File: config.mk
export PLATFORM = sky130hd
export DESIGN_NAME = lcg_cell_group
export DESIGN_NICKNAME = d
export VERILOG_FILES = /design/src/hdl/lcg_pkg.sv /design/src/hdl/lcg_cell_group.sv /design/src/hdl/lcg_ctrl_line.sv /design/src/hdl/lcg_logic_cell.sv
export VERILOG_INCLUDE_DIRS = /design/src /design/src/hdl
export SDC_FILE = /design/constraint.sdc
export NUM_CORES = 1
export LEC_CHECK = 0
export ABC_CLOCK_PERIOD_IN_PS = 21000
export BUFFER_PORTS_ARGS = -buffer_cell sky130_fd_sc_hd__buf_2
export CORE_MARGIN = 5
export CORE_UTILIZATION = 55
export DETAILED_ROUTE_END_ITERATION = 16
export GPL_TIMING_DRIVEN = 1
export PLACE_DENSITY = 0.76
export SLEW_MARGIN = 40
export SYNTH_ARGS = -nofsm -noshare
export SYNTH_HDL_FRONTEND = slang
export SYNTH_SLANG_ARGS = --single-unit
File: constraint.sdc
create_clock -name clk_sys -period 21 [get_ports clk_sys]
set_clock_uncertainty 0.1 [all_clocks]
set_input_delay 0 -clock clk_sys [delete_from_list [all_inputs] [get_ports clk_sys]]
set_output_delay 0 -clock clk_sys [all_outputs]
set_load 0.005 [all_outputs]
File: src/hdl/lcg_defs.svh
// constants for the logic cell group: register map, fields, reset values
//
// Function
// (RULE1) every cell holds a four-input lookup table that can produce any function of its four inputs.
// (RULE2) every cell holds one flip-flop whose capture is gated by a synchronous clock enable.
// (RULE3) the group has four shared control lines, each with its own inversion, visible to all eight cells.
// (RULE4) two of the control lines act as cell clocks and the other two as clear or preset controls.
// (RULE5) clock lines pick dedicated clocks, global, I/O or local signals; clear lines pick only global, I/O or local.
// (RULE6) any cell output can drive a control line through local routing and can also drive a global line.
// (RULE7) the cascade link joins a cell's table output with the previous cascade value by AND, or by OR via inversion.
// (RULE8) each cell added to a cascade chain widens the function by four inputs, giving 4n inputs for n cells.
// (RULE9) a chain longer than eight cells leaves the last cell and enters the first cell of the group two places on.
// (RULE10) a chain never crosses the middle of the row; it stops at group eighteen and a new one starts at nineteen.
// (RULE11) every cell output drives the local routing and the row and column routing at the same time.
// (RULE12) when enabled, the chip-wide reset overrides all other controls in every mode and clears every cell register.
// (RULE13) in clear-only mode either clear line clears the flip-flop and the preset path stays inactive.
// (RULE14) in preset-and-clear mode the first clear line loads a one from the fourth input tied high; the second clears.
// (RULE15) the flip-flop captures on the selected clock's rising edge only with enable high; clear and preset win.
`ifndef LCG_DEFS_SVH
`define LCG_DEFS_SVH

// ==========================================================================
// register map (byte addresses)
`define LCG_ADDR_W        8
`define LCG_OFF_LUT0      8'h00
`define LCG_OFF_CELL_CFG  8'h20
`define LCG_OFF_CTRL_SEL  8'h24
`define LCG_OFF_MODE      8'h28
`define LCG_OFF_STATUS    8'h2C
`define LCG_WORD_LSB      2

// ==========================================================================
// fields
`define LCG_CFG_CASC_EN   7:0
`define LCG_CFG_CASC_OR   15:8
`define LCG_CFG_USE_REG   23:16
`define LCG_CFG_CLK_SEL   31:24
`define LCG_SEL_W         7
`define LCG_SEL_KIND      3:0
`define LCG_SEL_IDX       6:4
`define LCG_MODE_CLR      2:0
`define LCG_MODE_CHIP_EN  3
`define LCG_MODE_INV      7:4
`define LCG_MODE_GDRV     10:8
`define LCG_STAT_Q        7:0
`define LCG_STAT_LINES    11:8
`define LCG_STAT_OUT      19:12

// ==========================================================================
// reset values and responses
`define LCG_LUT_RST       16'h0000
`define LCG_CFG_RST       32'h0000_0000
`define LCG_SEL_RST       32'h0000_0000
`define LCG_MODE_RST      32'h0000_0001
`define LCG_RESP_OKAY     2'h0
`define LCG_RESP_SLVERR   2'h2
`define LCG_TIE_HIGH      1'b1

`endif

File: src/hdl/lcg_pkg.sv
// types shared by the logic cell group files
package lcg_pkg;
    typedef enum logic [3:0] {
        LCG_SRC_DED   = 4'h1,
        LCG_SRC_GLOB  = 4'h2,
        LCG_SRC_IO    = 4'h4,
        LCG_SRC_LOCAL = 4'h8
    } lcg_src_e;

    typedef enum logic [2:0] {
        LCG_MODE_NONE     = 3'h1,
        LCG_MODE_CLR_ONLY = 3'h2,
        LCG_MODE_PRE_CLR  = 3'h4
    } lcg_clr_mode_e;
endpackage : lcg_pkg
File: src/hdl/lcg_cell_group.sv
// group of eight logic cells with shared control lines, cascade and register slave
`timescale 1ns/1ps
`include "lcg_defs.svh"
module lcg_cell_group #(
    parameter int GROUP_NUM = 1,
    parameter int ROW_HALF  = 18
) (
    input  wire logic                    clk_sys,
    input  wire logic                    reset,
    input  wire logic [`LCG_ADDR_W-1:0]  s_axi_awaddr,
    input  wire logic [2:0]              s_axi_awprot,
    input  wire logic                    s_axi_awvalid,
    output logic                         s_axi_awready,
    input  wire logic [31:0]             s_axi_wdata,
    input  wire logic [3:0]              s_axi_wstrb,
    input  wire logic                    s_axi_wvalid,
    output logic                         s_axi_wready,
    output logic [1:0]                   s_axi_bresp,
    output logic                         s_axi_bvalid,
    input  wire logic                    s_axi_bready,
    input  wire logic [`LCG_ADDR_W-1:0]  s_axi_araddr,
    input  wire logic [2:0]              s_axi_arprot,
    input  wire logic                    s_axi_arvalid,
    output logic                         s_axi_arready,
    output logic [31:0]                  s_axi_rdata,
    output logic [1:0]                   s_axi_rresp,
    output logic                         s_axi_rvalid,
    input  wire logic                    s_axi_rready,
    input  wire logic [1:0]              ded_clk_in,
    input  wire logic [3:0]              global_in,
    input  wire logic [3:0]              io_in,
    input  wire logic                    chip_reset_in,
    input  wire logic [31:0]             cell_data_in,
    input  wire logic [7:0]              cell_ena_in,
    input  wire logic                    cascade_in,
    output logic                         cascade_out,
    output logic [7:0]                   cell_local_out,
    output logic [7:0]                   cell_fabric_out,
    output logic                         global_drive_out
);
    import lcg_pkg::*;

    localparam int  N_EXT       = 11;
    localparam bit  CASC_IN_OK  = (GROUP_NUM > 2) && (GROUP_NUM != ROW_HALF + 1) && (GROUP_NUM != ROW_HALF + 2);
    localparam bit  CASC_OUT_OK = (GROUP_NUM + 2 <= ROW_HALF) || (GROUP_NUM > ROW_HALF);

    // ==========================================================================
    // register slave
    logic [15:0]            lut_q [8];
    logic [31:0]            cfg_q;
    logic [31:0]            sel_q;
    logic [31:0]            mode_q;
    logic [`LCG_ADDR_W-1:0] awaddr_q;
    logic [31:0]            wdata_q;
    logic [3:0]             wstrb_q;
    logic                   aw_held_q;
    logic                   w_held_q;
    logic                   bvalid_q;
    logic [1:0]             bresp_q;
    logic                   rvalid_q;
    logic [31:0]            rdata_q;
    logic [1:0]             rresp_q;
    logic                   wr_fire;
    logic [5:0]             wr_word;
    logic [5:0]             rd_word;
    logic                   wr_lut;
    logic                   wr_cfg;
    logic                   wr_sel;
    logic                   wr_mode;
    logic                   wr_ok;
    logic [31:0]            rd_val;
    logic                   rd_ok;
    logic [31:0]            status;

    function automatic logic [31:0] merge(input logic [31:0] old, input logic [31:0] nw, input logic [3:0] strb);
        logic [31:0] r;
        r = old;
        for (int b = 0; b < 4; b++) begin
            if (strb[b]) begin
                r[b*8 +: 8] = nw[b*8 +: 8];
            end
        end
        return r;
    endfunction : merge

    assign s_axi_awready = !aw_held_q && !bvalid_q;
    assign s_axi_wready  = !w_held_q && !bvalid_q;
    assign s_axi_bvalid  = bvalid_q;
    assign s_axi_bresp   = bresp_q;
    assign s_axi_arready = !rvalid_q;
    assign s_axi_rvalid  = rvalid_q;
    assign s_axi_rdata   = rdata_q;
    assign s_axi_rresp   = rresp_q;
    assign wr_fire       = aw_held_q && w_held_q && !bvalid_q;
    assign wr_word       = awaddr_q[`LCG_ADDR_W-1:`LCG_WORD_LSB];
    assign rd_word       = s_axi_araddr[`LCG_ADDR_W-1:`LCG_WORD_LSB];

    always_comb begin
        wr_lut = 1'b0;
        wr_cfg = 1'b0;
        wr_sel = 1'b0;
        wr_mode = 1'b0;
        if (awaddr_q < `LCG_OFF_CELL_CFG) begin
            wr_lut = 1'b1;
        end else if (awaddr_q[`LCG_ADDR_W-1:`LCG_WORD_LSB] == `LCG_OFF_CELL_CFG >> `LCG_WORD_LSB) begin
            wr_cfg = 1'b1;
        end else if (awaddr_q[`LCG_ADDR_W-1:`LCG_WORD_LSB] == `LCG_OFF_CTRL_SEL >> `LCG_WORD_LSB) begin
            wr_sel = 1'b1;
        end else if (awaddr_q[`LCG_ADDR_W-1:`LCG_WORD_LSB] == `LCG_OFF_MODE >> `LCG_WORD_LSB) begin
            wr_mode = 1'b1;
        end
    end
    assign wr_ok = wr_lut || wr_cfg || wr_sel || wr_mode;

    always_comb begin
        rd_val = 32'h0000_0000;
        rd_ok  = 1'b1;
        if (s_axi_araddr < `LCG_OFF_CELL_CFG) begin
            rd_val = {16'h0000, lut_q[rd_word[2:0]]};
        end else if (rd_word == `LCG_OFF_CELL_CFG >> `LCG_WORD_LSB) begin
            rd_val = cfg_q;
        end else if (rd_word == `LCG_OFF_CTRL_SEL >> `LCG_WORD_LSB) begin
            rd_val = sel_q;
        end else if (rd_word == `LCG_OFF_MODE >> `LCG_WORD_LSB) begin
            rd_val = mode_q;
        end else if (rd_word == `LCG_OFF_STATUS >> `LCG_WORD_LSB) begin
            rd_val = status;
        end else begin
            rd_ok = 1'b0;
        end
    end

    always_ff @(posedge clk_sys or posedge reset) begin
        if (reset) begin
            aw_held_q <= 1'b0;
            awaddr_q  <= '0;
        end else if (s_axi_awvalid && s_axi_awready) begin
            aw_held_q <= 1'b1;
            awaddr_q  <= s_axi_awaddr;
        end else if (wr_fire) begin
            aw_held_q <= 1'b0;
        end
    end

    always_ff @(posedge clk_sys or posedge reset) begin
        if (reset) begin
            w_held_q <= 1'b0;
            wdata_q  <= 32'h0000_0000;
            wstrb_q  <= 4'h0;
        end else if (s_axi_wvalid && s_axi_wready) begin
            w_held_q <= 1'b1;
            wdata_q  <= s_axi_wdata;
            wstrb_q  <= s_axi_wstrb;
        end else if (wr_fire) begin
            w_held_q <= 1'b0;
        end
    end

    always_ff @(posedge clk_sys or posedge reset) begin
        if (reset) begin
            bvalid_q <= 1'b0;
            bresp_q  <= `LCG_RESP_OKAY;
        end else if (wr_fire) begin
            bvalid_q <= 1'b1;
            bresp_q  <= wr_ok ? `LCG_RESP_OKAY : `LCG_RESP_SLVERR;
        end else if (s_axi_bready) begin
            bvalid_q <= 1'b0;
        end
    end

    always_ff @(posedge clk_sys or posedge reset) begin
        if (reset) begin
            rvalid_q <= 1'b0;
            rdata_q  <= 32'h0000_0000;
            rresp_q  <= `LCG_RESP_OKAY;
        end else if (s_axi_arvalid && s_axi_arready) begin
            rvalid_q <= 1'b1;
            rdata_q  <= rd_val;
            rresp_q  <= rd_ok ? `LCG_RESP_OKAY : `LCG_RESP_SLVERR;
        end else if (s_axi_rready) begin
            rvalid_q <= 1'b0;
        end
    end

    always_ff @(posedge clk_sys or posedge reset) begin
        if (reset) begin
            cfg_q  <= `LCG_CFG_RST;
            sel_q  <= `LCG_SEL_RST;
            mode_q <= `LCG_MODE_RST;
        end else if (wr_fire) begin
            cfg_q  <= wr_cfg ? merge(cfg_q, wdata_q, wstrb_q) : cfg_q;
            sel_q  <= wr_sel ? merge(sel_q, wdata_q, wstrb_q) : sel_q;
            mode_q <= wr_mode ? merge(mode_q, wdata_q, wstrb_q) : mode_q;
        end
    end

    // ==========================================================================
    // pin input filter: three stages, change taken when the last two agree
    logic [N_EXT-1:0] ext_raw;
    logic [N_EXT-1:0] ext_f;
    assign ext_raw = {chip_reset_in, io_in, global_in, ded_clk_in};

    for (genvar e = 0; e < N_EXT; e++) begin : g_sync
        logic [2:0] s_q;
        logic       f_q;
        always_ff @(posedge clk_sys or posedge reset) begin
            if (reset) begin
                s_q <= 3'h0;
                f_q <= 1'b0;
            end else begin
                s_q <= {s_q[1:0], ext_raw[e]};
                f_q <= (s_q[1] == s_q[2]) ? s_q[2] : f_q;
            end
        end
        assign ext_f[e] = f_q;
    end

    // ==========================================================================
    // shared control lines
    logic [3:0] line;
    logic [1:0] clk_prev_q;
    logic [1:0] clk_rise;
    logic [7:0] cell_out;
    logic [7:0] cell_q;
    logic [7:0] lut_out;
    logic [7:0] casc;
    logic       chip_rst;
    logic       clr_all;
    logic       pre_all;
    lcg_clr_mode_e clr_mode;

    for (genvar k = 0; k < 4; k++) begin : g_line
        lcg_ctrl_line #(.IS_CLOCK(k < 2)) u_line ( // RULE4
            .ded_clk   (ext_f[1:0]),
            .glob      (ext_f[5:2]),
            .io        (ext_f[9:6]),
            .local_sig (cell_out),
            .kind      (lcg_src_e'(sel_q[k*`LCG_SEL_W +: 4])),
            .idx       (sel_q[k*`LCG_SEL_W+4 +: 3]),
            .invert    (mode_q[4+k]),
            .line      (line[k])
        );
    end

    always_ff @(posedge clk_sys or posedge reset) begin
        if (reset) begin
            clk_prev_q <= 2'h0;
        end else begin
            clk_prev_q <= line[1:0];
        end
    end

    assign clk_rise = line[1:0] & ~clk_prev_q; // RULE15
    assign clr_mode = lcg_clr_mode_e'(mode_q[`LCG_MODE_CLR]);
    assign chip_rst = mode_q[`LCG_MODE_CHIP_EN] && ext_f[10];
    assign clr_all  = chip_rst || (clr_mode == LCG_MODE_CLR_ONLY && (line[2] || line[3])) // RULE12 RULE13
                   || (clr_mode == LCG_MODE_PRE_CLR && line[3]); // RULE14
    assign pre_all  = !chip_rst && clr_mode == LCG_MODE_PRE_CLR && line[2]; // RULE14

    // ==========================================================================
    // cells and cascade chain
    for (genvar i = 0; i < 8; i++) begin : g_cell
        logic        cin;
        logic [31:0] lut_wide;
        assign lut_wide = merge({16'h0000, lut_q[i]}, wdata_q, wstrb_q);
        if (i == 0) begin : g_first
            assign cin = CASC_IN_OK ? cascade_in : !cfg_q[8]; // RULE9 RULE10
        end else begin : g_next
            assign cin = casc[i-1];
        end
        always_ff @(posedge clk_sys or posedge reset) begin
            if (reset) begin
                lut_q[i] <= `LCG_LUT_RST;
            end else if (wr_fire && wr_lut && wr_word[2:0] == i) begin
                lut_q[i] <= lut_wide[15:0];
            end
        end
        lcg_logic_cell u_cell (
            .clk_sys  (clk_sys),
            .reset    (reset),
            .lut_mask (lut_q[i]),
            .data     (cell_data_in[i*4 +: 4]),
            .casc_in  (cin),
            .casc_en  (cfg_q[i]),
            .casc_or  (cfg_q[8+i]),
            .use_reg  (cfg_q[16+i]),
            .cap      (clk_rise[cfg_q[24+i]] && cell_ena_in[i]), // RULE2
            .clr      (clr_all),
            .pre      (pre_all),
            .lut_out  (lut_out[i]),
            .casc_out (casc[i]),
            .cell_out (cell_out[i]),
            .q        (cell_q[i])
        );
    end

    assign cascade_out = CASC_OUT_OK ? casc[7] : !cfg_q[15]; // RULE9 RULE10
    assign status = {12'h000, cell_out, line, cell_q};

    always_ff @(posedge clk_sys or posedge reset) begin
        if (reset) begin
            cell_local_out   <= 8'h00;
            cell_fabric_out  <= 8'h00;
            global_drive_out <= 1'b0;
        end else begin
            cell_local_out   <= cell_out; // RULE11
            cell_fabric_out  <= cell_out; // RULE11
            global_drive_out <= cell_out[mode_q[`LCG_MODE_GDRV]]; // RULE6
        end
    end
endmodule : lcg_cell_group

File: src/hdl/lcg_ctrl_line.sv
// one shared control line: source select and inversion
`timescale 1ns/1ps
module lcg_ctrl_line #(
    parameter bit IS_CLOCK = 1'b1
) (
    input  wire logic [1:0]        ded_clk,
    input  wire logic [3:0]        glob,
    input  wire logic [3:0]        io,
    input  wire logic [7:0]        local_sig,
    input  wire lcg_pkg::lcg_src_e kind,
    input  wire logic [2:0]        idx,
    input  wire logic              invert,
    output logic                   line
);
    import lcg_pkg::*;

    logic raw;

    // ==========================================================================
    // source select
    always_comb begin
        case (kind)
            LCG_SRC_DED:   raw = IS_CLOCK ? ded_clk[idx[0]] : 1'b0; // RULE5
            LCG_SRC_GLOB:  raw = glob[idx[1:0]];
            LCG_SRC_IO:    raw = io[idx[1:0]];
            LCG_SRC_LOCAL: raw = local_sig[idx]; // RULE6
            default:       raw = 1'b0;
        endcase
    end

    assign line = raw ^ invert; // RULE3
endmodule : lcg_ctrl_line

File: src/hdl/lcg_logic_cell.sv
// one logic cell: lookup table, cascade stage and flip-flop
`timescale 1ns/1ps
module lcg_logic_cell (
    input  wire logic        clk_sys,
    input  wire logic        reset,
    input  wire logic [15:0] lut_mask,
    input  wire logic [3:0]  data,
    input  wire logic        casc_in,
    input  wire logic        casc_en,
    input  wire logic        casc_or,
    input  wire logic        use_reg,
    input  wire logic        cap,
    input  wire logic        clr,
    input  wire logic        pre,
    output logic             lut_out,
    output logic             casc_out,
    output logic             cell_out,
    output logic             q
);
    import lcg_pkg::*;

    logic join_and;
    logic join_or;
    logic q_q;

    // ==========================================================================
    // table and cascade
    assign lut_out  = lut_mask[data]; // RULE1
    assign join_and = lut_out & casc_in; // RULE7
    assign join_or  = ~(~lut_out & ~casc_in); // RULE7
    assign casc_out = casc_en ? (casc_or ? join_or : join_and) : lut_out; // RULE8

    // ==========================================================================
    // flip-flop, clear beats preset beats capture
    always_ff @(posedge clk_sys or posedge reset) begin
        if (reset) begin
            q_q <= 1'b0;
        end else if (clr) begin // RULE15
            q_q <= 1'b0;
        end else if (pre) begin
            q_q <= `LCG_TIE_HIGH; // RULE14
        end else if (cap) begin // RULE2
            q_q <= casc_out;
        end
    end

    assign q        = q_q;
    assign cell_out = use_reg ? q_q : casc_out;
endmodule : lcg_logic_cell

Word-level counts from Yosys, hierarchy flattened --
Index checks and enable logic that the tools add are counted.
Word-level totals: memories 0, word-level logic and storage cells 416, memory bits (read-only) 0, flip-flop bits (word level) 371, bits in writable memories 0, bits in latches 0, output and inout bits 59
Cells by class: div/mod/pow operators 0, shift operators 0, bitwise logic cells 46, add/sub/neg operators 0, magnitude comparators 30, eq/ne operators 41, multipliers 0, reductions and logical operators 82, multiplexer cells 146
Operators with widths (count):
- $mux W32 | 4
- $mux W1 | 111
- $bmux W16 S3 | 1
- $eq A6 B4 Y1 const B | 7
- $lt A4 B5 Y1 const B | 8
- $reduce_and A3 Y1 | 12
- $bmux W1 S4 | 8
- $mux W16 | 2
- $reduce_and A2 Y1 | 16
- $logic_and A1 B1 Y1 | 29
- $reduce_bool A3 Y1 | 8
- $not A1 Y1 | 23
- $lt A1 B2 Y1 const B | 10
- $lt A3 B4 Y1 const B | 5
- $mux W20 | 1
- $and A1 B1 Y1 | 16
- $bmux W1 S2 | 8
- $eq A4 B2 Y1 const B | 4
- $eq A4 B3 Y1 const B | 4
- $eq A4 B4 Y1 const B | 4
- $lt A8 B6 Y1 const B | 2
- $bmux W1 S3 | 5
- $eq A3 B3 Y1 const B | 5
- $lt A2 B3 Y1 const B | 4
- other kinds (16) | 48

Longest topological paths before layout --
Gate-level depths: netlist (run 1).
word-level depth 54, gate-level depth with buffers 14

Modules after synthesis --
A second synthesis (run 1) with hierarchy kept.
Unflattened totals: cell total of the unflattened synthesis 1347, area total of the unflattened synthesis 18343.8 µm²
By module, submodules not included:
- lcg_cell_group | area each 15033.2 µm², times used 1, cells an instance 1029
- lcg_logic_cell | area each 311.5 µm², times used 8, cells an instance 32
- lcg_ctrl_line (g_line[0].u_line ...) | area each 235.2 µm², times used 2, cells an instance 20
- lcg_ctrl_line (g_line[2].u_line ...) | area each 173.9 µm², times used 2, cells an instance 11

Worst setup path before layout (run 1) --
No wires, ideal clock.
kind reg-to-reg, start reg lut_q[87] in the netlist's numbering, end reg g_cell[0].u_cell.q_q, setup time 0.073 ns, data required time 20.827 ns, cell stages (with the launch flop) 13, period minus slack after synthesis 3.527 ns, arrival time 3.355 ns, path slack 17.473 ns, path through dfrtp_1 -> mux4_2 -> a22oi_1 -> o211ai_1 -> o32ai_2 -> a31oi_2 -> o21a_2 -> o221a_1 -> o32a_2 -> xnor2_2 -> o32ai_1 -> mux2_2 -> nor2_1
On the way: elaborated cells on any way between the ends 73, those cells by class 36 x mux; 29 x bitwise; 8 x reduce/logical
RTL lines:
- start, declared | RTL line lcg_cell_group.sv:49 | logic [15:0] lut_q [8];
- start signal, assigned by index | RTL line lcg_cell_group.sv:273 | lut_q[i] <= `LCG_LUT_RST;
- start signal, assigned by index | RTL line lcg_cell_group.sv:275 | lut_q[i] <= lut_wide[15:0];
- $bmux W1 S4 (*) | RTL line lcg_logic_cell.sv:28 | assign lut_out = lut_mask[data];
- $mux W1 (implied by the code) (*) | RTL line lcg_logic_cell.sv:28
- $not A1 Y1 | RTL line lcg_logic_cell.sv:30 | assign join_or = ~(~lut_out & ~casc_in);
- $and A1 B1 Y1 | RTL line lcg_logic_cell.sv:30
- $not A1 Y1 | RTL line lcg_logic_cell.sv:30
- $mux W1 | RTL line lcg_logic_cell.sv:31 | assign casc_out = casc_en ? (casc_or ? join_or : join_and) : lut_out;
- $mux W1 (*) | RTL line lcg_logic_cell.sv:31
- $not A1 Y1 | RTL line lcg_logic_cell.sv:30
- [... 15 more ...]
- via g_cell[5].u_cell.cell_out | RTL line lcg_logic_cell.sv:17 | output logic cell_out,
- [... 1 more ...]
- $mux W1 (implied by the code) | RTL line lcg_ctrl_line.sv:26 | LCG_SRC_LOCAL: raw = local_sig[idx];
- $pmux W1 S4 or $pmux W1 S3 (tied branches) | RTL line lcg_ctrl_line.sv:22 | case (kind)
- $xor A1 B1 Y1 | RTL line lcg_ctrl_line.sv:31 | assign line = raw ^ invert;
- $and A2 B2 Y2 or $logic_or A1 B1 Y1 (tied branches) | RTL line lcg_cell_group.sv:253, lcg_cell_group.sv:256
- $mux W1 (implied by the code) or $logic_and A1 B1 Y1 (tied branches) | RTL line lcg_cell_group.sv:287, lcg_cell_group.sv:256
- $mux W1 (implied by the code) or $logic_or A1 B1 Y1 (tied branches) | RTL line lcg_cell_group.sv:287, lcg_cell_group.sv:256
- $logic_and A1 B1 Y1 or $logic_or A1 B1 Y1 (tied branches) | RTL line lcg_cell_group.sv:287, lcg_cell_group.sv:257
- $reduce_bool A3 Y1 (no source line) or $mux W1 (tied branches)
- end signal, assigned | RTL line lcg_logic_cell.sv:41 | q_q <= `LCG_TIE_HIGH;
- end signal, assigned | RTL line lcg_logic_cell.sv:43 | q_q <= casc_out;
- end, declared | RTL line lcg_logic_cell.sv:24 | logic q_q;
The timed path passes the listed nets; every way through them passes the cells marked *. The select of a mux whose other input is x is not followed. A chain may end at the register's enable or synchronous reset.

Worst setup path after layout (run 1) --
start reg lut_q[96] in the netlist's numbering, end reg g_cell[2].u_cell.q_q
On the way: longest elaborated chain between the ends 47, elaborated cells on any way between the ends 81, those cells by class 40 x mux; 33 x bitwise; 8 x reduce/logical
RTL lines (RTL line):
- $bmux W1 S4 (*) | lcg_logic_cell.sv:28
- $mux W1 (implied by the code) (*) | lcg_logic_cell.sv:28
- $not A1 Y1 | lcg_logic_cell.sv:30
- $and A1 B1 Y1 | lcg_logic_cell.sv:30
- $not A1 Y1 | lcg_logic_cell.sv:30
- $mux W1 | lcg_logic_cell.sv:31
- $mux W1 (*) | lcg_logic_cell.sv:31
- $not A1 Y1 | lcg_logic_cell.sv:30
- [... 31 more ...]
- $mux W1 (implied by the code) | lcg_ctrl_line.sv:26
- $pmux W1 S4 or $pmux W1 S3 (tied branches) | lcg_ctrl_line.sv:22
- $xor A1 B1 Y1 | lcg_ctrl_line.sv:31
- $and A2 B2 Y2 or $logic_or A1 B1 Y1 (tied branches) | lcg_cell_group.sv:253, lcg_cell_group.sv:256
- $mux W1 (implied by the code) or $logic_and A1 B1 Y1 (tied branches) | lcg_cell_group.sv:287, lcg_cell_group.sv:256
- $mux W1 (implied by the code) or $logic_or A1 B1 Y1 (tied branches) | lcg_cell_group.sv:287, lcg_cell_group.sv:256
- $logic_and A1 B1 Y1 or $logic_or A1 B1 Y1 (tied branches) | lcg_cell_group.sv:287, lcg_cell_group.sv:257
- $reduce_bool A3 Y1 (no source line) or $mux W1 (tied branches)
- end signal, assigned | lcg_logic_cell.sv:41
- end signal, assigned | lcg_logic_cell.sv:43
- end, declared | lcg_logic_cell.sv:24
Mark *: on every way between the ends. The rest lies on a longest branch, timed or not. The select of a mux whose other input is x is not followed.

==> summary.txt, run 1 <==
Run status
  • Outcome: completed

Job
  • MaxCap Viol Count: 0

Floorplanning
  • Core area: 0.0324 mm2
  • DIE AREA: 0.0364 mm2
  • Starting density of the core: 55.5%
  • Io pins: 176
  • Row count: 66
  • Die width: 191 um
  • Die Y: 191 um

Hold path
  • Min-delay worst type: input pin to asynchronous set/reset pin

Global route
  • Vias in the first global route: 12,849
  • Initial antenna violation count: 4
  • Total track usage: 27.4%
  • Largest net degree at the start of global routing: 112
  • Grt ovf: 0
  • Global-route wire length before repair: 76.7 mm

Pwr
  • VDD IR max: 0.101 mV
  • Total power: 2.60 mW
  • Pleak: 9.84 nW
  • Pwr dens: 123 mW/mm2

Timing
  • Worst Tran Pin Value: 0.956 ns
  • Max Freq: 0.219 GHz
  • Unrepaired setup endpoints after global routing: no
  • Fin crit share: 21.7%
  • Final setup viols: 0
  • Setup TNS: 0 ns
  • Pins Over Slew Limit: 0
  • Hold Fails Final Rpt: 0
  • Rel. slew slack: 35.6%
  • Final hold slack: 0.000157 ns
  • Minimum clock period after layout: 4.56 ns

Logic synthesis
  • Top-count cell post-synth: dfrtp_1
  • Top cell type's share of synthesized area: 50.9%
  • Most used DFF post-synth: dfrtp_1
  • Avg Inst Size Synth: 13.4 um2
  • Syn Inst Count: 1,345
  • Top post-synthesis cells by area: dfrtp_1, mux2_2, mux4_2
  • Ys Warns: 0
  • Register area share after synthesis: 51.1%
  • Synth top cells by count: dfrtp_1, mux2_2, nand2_1
  • Async S/R FF share, synth: 100%
  • Synth cell types: 80
  • Synthesized area: 0.0180 mm2
  • EDFF count, synth: 0
  • Synth area leader: dfrtp_1
  • Yosys reg bits: 367

Clock network
  • H-tree depth: 2
  • Post-CTS sizing: 0
  • Clock Pin Slew Worst Setup and Hold Paths: 0.06 ns
  • Clock Path Buffers: 3
  • Clock sink count: 367
  • Clock Tree Root: clkbuf_16
  • Clock latency on the worst-skew pair: 0.52 ns
  • TritonCTS clock tree: done
  • Cts bufs inserted: 40

Placement
  • DP HPWL: 35.3 mm
  • Final GP Congestion: 0.964
  • Number of buffers added on ports: 162
  • Post-DP Area: 0.0191 mm2

Routing
  • 1st-iter DRT viols: 1,143
  • Vias per cell: 6.19
  • Final WL: 49.7 mm
  • Avg WL per Cell: 24.5 um
  • ANT nets after route: 0
  • DRC: 0
  • Via count: 12,538
  • DRT Pass-1 Iters: 7

Worst setup path
  • CP Capture Type: flop
  • Crit Path Class: flop to flop
  • Slowest stage delay, CP: 0.88 ns
  • Critical path fanouts, max: 16
  • Crit path cell chain: mux4_1 -> mux2i_1 -> o32a_4 -> a31oi_1 -> o41ai_2 -> o21ai_0 -> o211ai_1 -> a32o_1 -> mux2i_4 -> a21oi_1 -> mux2_1 -> nor2_1
  • Req. time, crit path: 21.34 ns
  • Slowest-stage cell, CP: o41ai_2
  • Worst Setup Start Kind: flop
  • Worst Path Arrival: 4.90 ns

Finish
  • Share of cells above drive strength 1: 39.2%
  • Post-layout nets: 1,670
  • Area Growth Syn to Fin: 17.8%
  • Design area: 0.0212 mm2
-- through the flow --
stage	instances	setup slack, ns	util [%]
finish	2027	16.44	65.4
floorplan	1346	10.71	-
global route	2027	16.43	65.4
CTS	2023	16.56	65.4
detailed placement	1875	16.60	59.0
global placement	1874	16.71	58.9
-- critical path: cells and delay by family, from the launching register on --
kind | cells | cell delay (ns)
flops | 1 | 0.42
mux | 4 | 1.69
compound gates | 7 | 2.16
simple gates | 1 | 0.09
-- layout by cell type, fill, tap and decap left out, types with 8 or more instances in the layout --
cell	synthesis	routed
dfrtp_1	366	366
mux2_2	278	278
buf_2	3	160
nand2_1	84	84
mux4_2	82	82
dlygate4sd3_1	0	78
nor2_1	69	68
mux2i_1	52	52
o21ai_0	46	46
clkbuf_16	0	41
a21oi_1	32	32
inv_1	23	22
nand3_1	20	20
nand2b_1	19	19
a22o_1	16	16
a31oi_1	15	14
nor2b_1	12	11
maj3_1	11	11
clkbuf_1	57	10
and3_1	8	8
o32ai_1	8	8
clkinv_2	0	8
-- timing repair --
item                                   4_1_cts  5_1_grt
setup buffers                                0        0
hold buffers                                78        0
endpoints found under the hold margin      191        0
-- registers in the layout, summed over array words and instances, names as in the netlist, 2 cells and up --
register	cells
s_axi_rdata	32
g_cell.u_cell.q	8
sel_q	32
wdata_q	32
awaddr_q	6
mode_q	32
cell_fabric_out	8
clk_prev_q	2
g_sync.s_q	33
lut_q	128
cfg_q	32
g_sync.f_q	11
wstrb_q	4
-- power breakdown --
part	leakage (nW)	switching (mW)	internal, mW
clock network	0.625	0.277	0.404
registers	4.86	0.293	0.922
logic	4.35	0.312	0.390
total	9.84	0.883	1.72
-- per-layer routing --
layer	part of all wire, %	wire length [um]	track usage, %	vias up
met3	8.1	4030	4.39	98
li1	-	-	-	5451
met1	41	20400	39.5	6414
met5	0	0	0	-
met4	3.2	1570	8.73	0
met2	48	23700	43.3	575
-- worst paths after layout --
kind                       slack [ns]  cells after the start             start                 end
min in group clk_sys             0.02                      2     ded_clk_in[1]    g_sync[1].s_q[0]
max reg2reg                     16.44                     12         lut_q[96]  g_cell[2].u_cell.q
min reg2reg                      0.25                      0  g_sync[3].s_q[0]    g_sync[3].s_q[1]
max in group asynchronous       19.36                      5             reset           lut_q[86]
min                            0.0002                      3             reset    g_sync[2].s_q[0]
max                             16.44                     12         lut_q[96]  g_cell[2].u_cell.q
-- area by class of cell --
type                       count  area [um2]
fill                        2421       11200
timing repair buffer         247        1690
tap                          442         553
clock inverter                13         124
inverter                      23        98.8
multi-input combinational    874        8380
clock buffer                  57        1150
sequential                   367        9190
antenna                        4        10.0
-- kinds of logic (layout without fill, tap and decap cells) --
| group | Yosys count | in the layout | share of synthesized area (%) |
|---|---|---|---|
| DFF | 367 | 367 | 51.1 |
| and+or+nand+nor | 252 | 252 | 6.81 |
| muxes | 421 | 421 | 31.5 |
| buffers and inverters | 105 | 340 | 2.46 |
| AOI/OAI and AO/OA | 184 | 184 | 7.31 |
| other | 1 | 6 | 0.0209 |
| xor gates and xnor gates | 4 | 4 | 0.237 |
| adders and majority gates | 11 | 11 | 0.612 |
(Power assumes the default switching activity.)
==> run 2: changes to the inputs <==
--- a/config.mk
+++ b/config.mk
@@ -6,7 +6,7 @@
 export SDC_FILE = /design/constraint.sdc
 export NUM_CORES = 1
 export LEC_CHECK = 0
-export ABC_CLOCK_PERIOD_IN_PS = 21000
+export ABC_CLOCK_PERIOD_IN_PS = 4700
 export BUFFER_PORTS_ARGS = -buffer_cell sky130_fd_sc_hd__buf_2
 export CORE_MARGIN = 5
 export CORE_UTILIZATION = 55
==> constraint.sdc (replaced) <==
create_clock -name clk_sys -period 4.7 [get_ports clk_sys]
set_clock_uncertainty 0.1 [all_clocks]
set_input_delay 0 -clock clk_sys [delete_from_list [all_inputs] [get_ports clk_sys]]
set_output_delay 0 -clock clk_sys [all_outputs]
set_load 0.005 [all_outputs]
==> run 2 against run 1 <==
Effect of this change: critical path depth fell by 1; maximum frequency rose by 4.3%; flip-flop and latch count did not move; die area did not move; first-iteration DRC count rose by 3.6%; hold slack improved by 0.027 ns; cell area rose by 1.0%; sequential power rose to 4.5 times the previous value; via count rose by 1.1%; largest cell class unchanged; largest power group unchanged; highest routed layer is now met5.
==> summary.txt, run 2 (synthesis gave the netlist of run 1 again) <==
Placement
  • DP HPWL: 35.3 mm
  • Post-DP Area: 0.0191 mm2
  • Dpl ws: 0.437 ns
  • Final GP Congestion: 0.937
  • Number of buffers added on ports: 162

Worst setup path
  • FF-to-FF path depth: 11
  • Crit Path Class: flop to flop
  • Slowest-stage cell, CP: mux4_2
  • Critical path fanouts, max: 10
  • Slowest stage delay, CP: 0.54 ns
  • CP Capture Type: flop
  • CP startpoint: lut_q[63]
  • Req. time, crit path: 5.05 ns
  • Crit path cell chain: mux4_2 -> mux2i_1 -> a21boi_0 -> or3_1 -> o21a_2 -> o221a_1 -> o32a_2 -> xnor2_2 -> o32ai_1 -> mux2_1 -> nor2_1
  • Reg2Reg Setup Slack: 0.33 ns
  • FF-to-FF End: g_cell[2].u_cell.q
  • Worst Setup Start Kind: flop
  • Worst Path Arrival: 4.73 ns
  • FF-to-FF Start: lut_q[63]

Hold path
  • Hold depth: 2
  • Worst Hold Endpoint: g_sync[4].s_q[0]
  • Hold path start: global_in[2]
  • Min-delay worst type: input pin to flop

Pwr
  • VDD IR max: 0.492 mV
  • Sw frac: 33.8%
  • Pleak: 9.96 nW
  • Pwr dens: 551 mW/mm2
  • Flop pwr share: 46.0%
  • Combinational group share of total power: 26.9%
  • Reported net switching power: 3.99 mW
  • Cell Int Power: 7.81 mW
  • Clk pwr share: 27.1%

Clock network
  • Post-CTS sizing: 0
  • H-tree depth: 2
  • Clock latency on the worst-skew pair: 0.53 ns
  • Clock Tree Root: clkbuf_16
  • TritonCTS clock tree: done
  • Clock sink count: 367
  • Cts bufs inserted: 41
  • Clock Path Buffers: 3
  • Clock Pin Slew Worst Setup and Hold Paths: 0.06 ns

Timing
  • Minimum clock period after layout: 4.37 ns
  • Final setup viols: 0
  • Pins Over Slew Limit: 0
  • Worst Tran Pin Value: 0.794 ns
  • Hold Fails Final Rpt: 0
  • PnR worst setup slack: 0.329 ns
  • Unrepaired setup endpoints after global routing: no
  • Max Freq: 0.229 GHz
  • Fin crit share: 93.0%
  • Rel. slew slack: 46.6%

Finish
  • Commonest cells after routing, fill and taps aside: dfrtp_1, mux2_2, buf_2, dlygate4sd3_1, nand2_1
  • Filler cells: 2,411
  • Most common cell after layout, fill and taps aside: dfrtp_1
  • Area Growth Syn to Fin: 19.1%
  • Largest registers: lut_q (128), g_sync.s_q (33)
  • Multi-input logic area: 0.00838 mm2
  • Share of cells above drive strength 1: 39.4%
  • Largest register FFs: 128
  • Sequential Area: 0.00919 mm2
  • Top reg by flops: lut_q
  • Design area: 0.0214 mm2
  • Post-layout nets: 1,686

Routing
  • Wire length on met1: 20.3 mm
  • Avg WL per Cell: 24.2 um
  • Vias per cell: 6.20
  • DRT Pass-1 Iters: 5
  • Highest metal used: met5
  • DRC: 0
  • Final WL: 49.5 mm
  • 1st-iter DRT viols: 1,184
  • Routed met3 length: 4.29 mm
  • Metal2 WL: 23.3 mm
  • ANT nets after route: 0
  • Via count: 12,675

Floorplanning
  • Die Y: 191 um
  • Core area: 0.0324 mm2
  • Starting density of the core: 55.5%
  • DIE AREA: 0.0364 mm2
  • Row count: 66
  • Die width: 191 um
  • Io pins: 176

Global route
  • Global-route wire length before repair: 76.8 mm
  • Grt ovf: 0
  • Total track usage: 27.4%
  • Vias in the first global route: 12,865
  • Largest net degree at the start of global routing: 129
  • Initial antenna violation count: 5

Job
  • MaxCap Viol Count: 0

Run status
  • Outcome: completed
==> run 2: changes by cell type in the layout (fill, tap and decap cells not counted), moves of 2 or more <==
cell / previous run / this run
buf_4: 6 / 11
clkbuf_8: 6 / 9
dlygate4sd3_1: 78 / 87
clkinv_4: 0 / 2
clkbuf_1: 10 / 8
inv_6: 1 / 3
==> run 2: power by group through the flow <==
| stage | Sequential (mW) | Clock (mW) | Combinational, mW |
|---|---|---|---|
| after detailed placement | 5.43 | 0 | 3.04 |
| after global routing | 5.54 | 3.38 | 3.43 |
| after floorplan | 4.71 | 0 | 2.53 |
| after CTS | 5.38 | 3.25 | 3.16 |
| after global placement | 5.35 | 0 | 2.94 |
| final | 5.43 | 3.20 | 3.17 |
==> run 2: final cells by class <==
cell class | count | area share [%]
flip-flops and latches | 367 | 42.9
multi-input cells | 874 | 39.1
repair buffers | 262 | 8.56
clock buffers | 58 | 5.51
well taps | 442 | 2.58
clock inverters | 16 | 0.813
inverters | 23 | 0.421
diodes | 4 | 0.0468
==> run 2: through the flow <==
stage          hold WS [ns]  TNS [ns]  cells  util, %  power [mW]
2_1_floorplan       -0.0686   -118.36   1346        -        7.24
3_3_place_gp        0.00833         0   1880     59.1        8.29
3_5_place_dp        0.00933         0   1880     59.1        8.47
4_1_cts             0.00212         0   2040     66.0        11.8
5_1_grt              0.0374         0   2045     66.1        12.3
6_report             0.0270         0   2046     66.1        11.8
==> run 2: routing by layer <==
metal,global-route usage [%],up-vias
li1,-,5485
met1,40.3,6554
met2,42.5,541
met3,4.89,91
met4,8.20,4
met5,0,-
==> run 2: what timing repair did <==
action / 4_1_cts / 5_1_grt
setup buffers: 0 / 0
hold buffers: 86 / 1
endpoints found under the hold margin: 105 / 8
==> run 2: worst max path at each step <==
stage,endpoint,cells after the start,slack (ns)
6_report,g_cell[2].u_cell.q,11,0.33
5_1_grt,g_cell[7].u_cell.q,11,0.15
4_1_cts,g_cell[2].u_cell.q,11,0.40
3_5_place_dp,g_cell[2].u_cell.q,11,0.44
3_3_place_gp,g_cell[2].u_cell.q,11,0.46
2_1_floorplan,aw_held_q,1,-0.32
==> run 2: worst max-delay path: cells and delay by family (launching register included) <==
| kind | cells | cell delay, ns |
|---|---|---|
| XOR/XNOR | 1 | 0.26 |
| AND/OR/NAND/NOR | 2 | 0.51 |
| multiplexers | 3 | 1.29 |
| flip-flops | 1 | 0.39 |
| AO/OA/AOI/OAI | 5 | 1.74 |
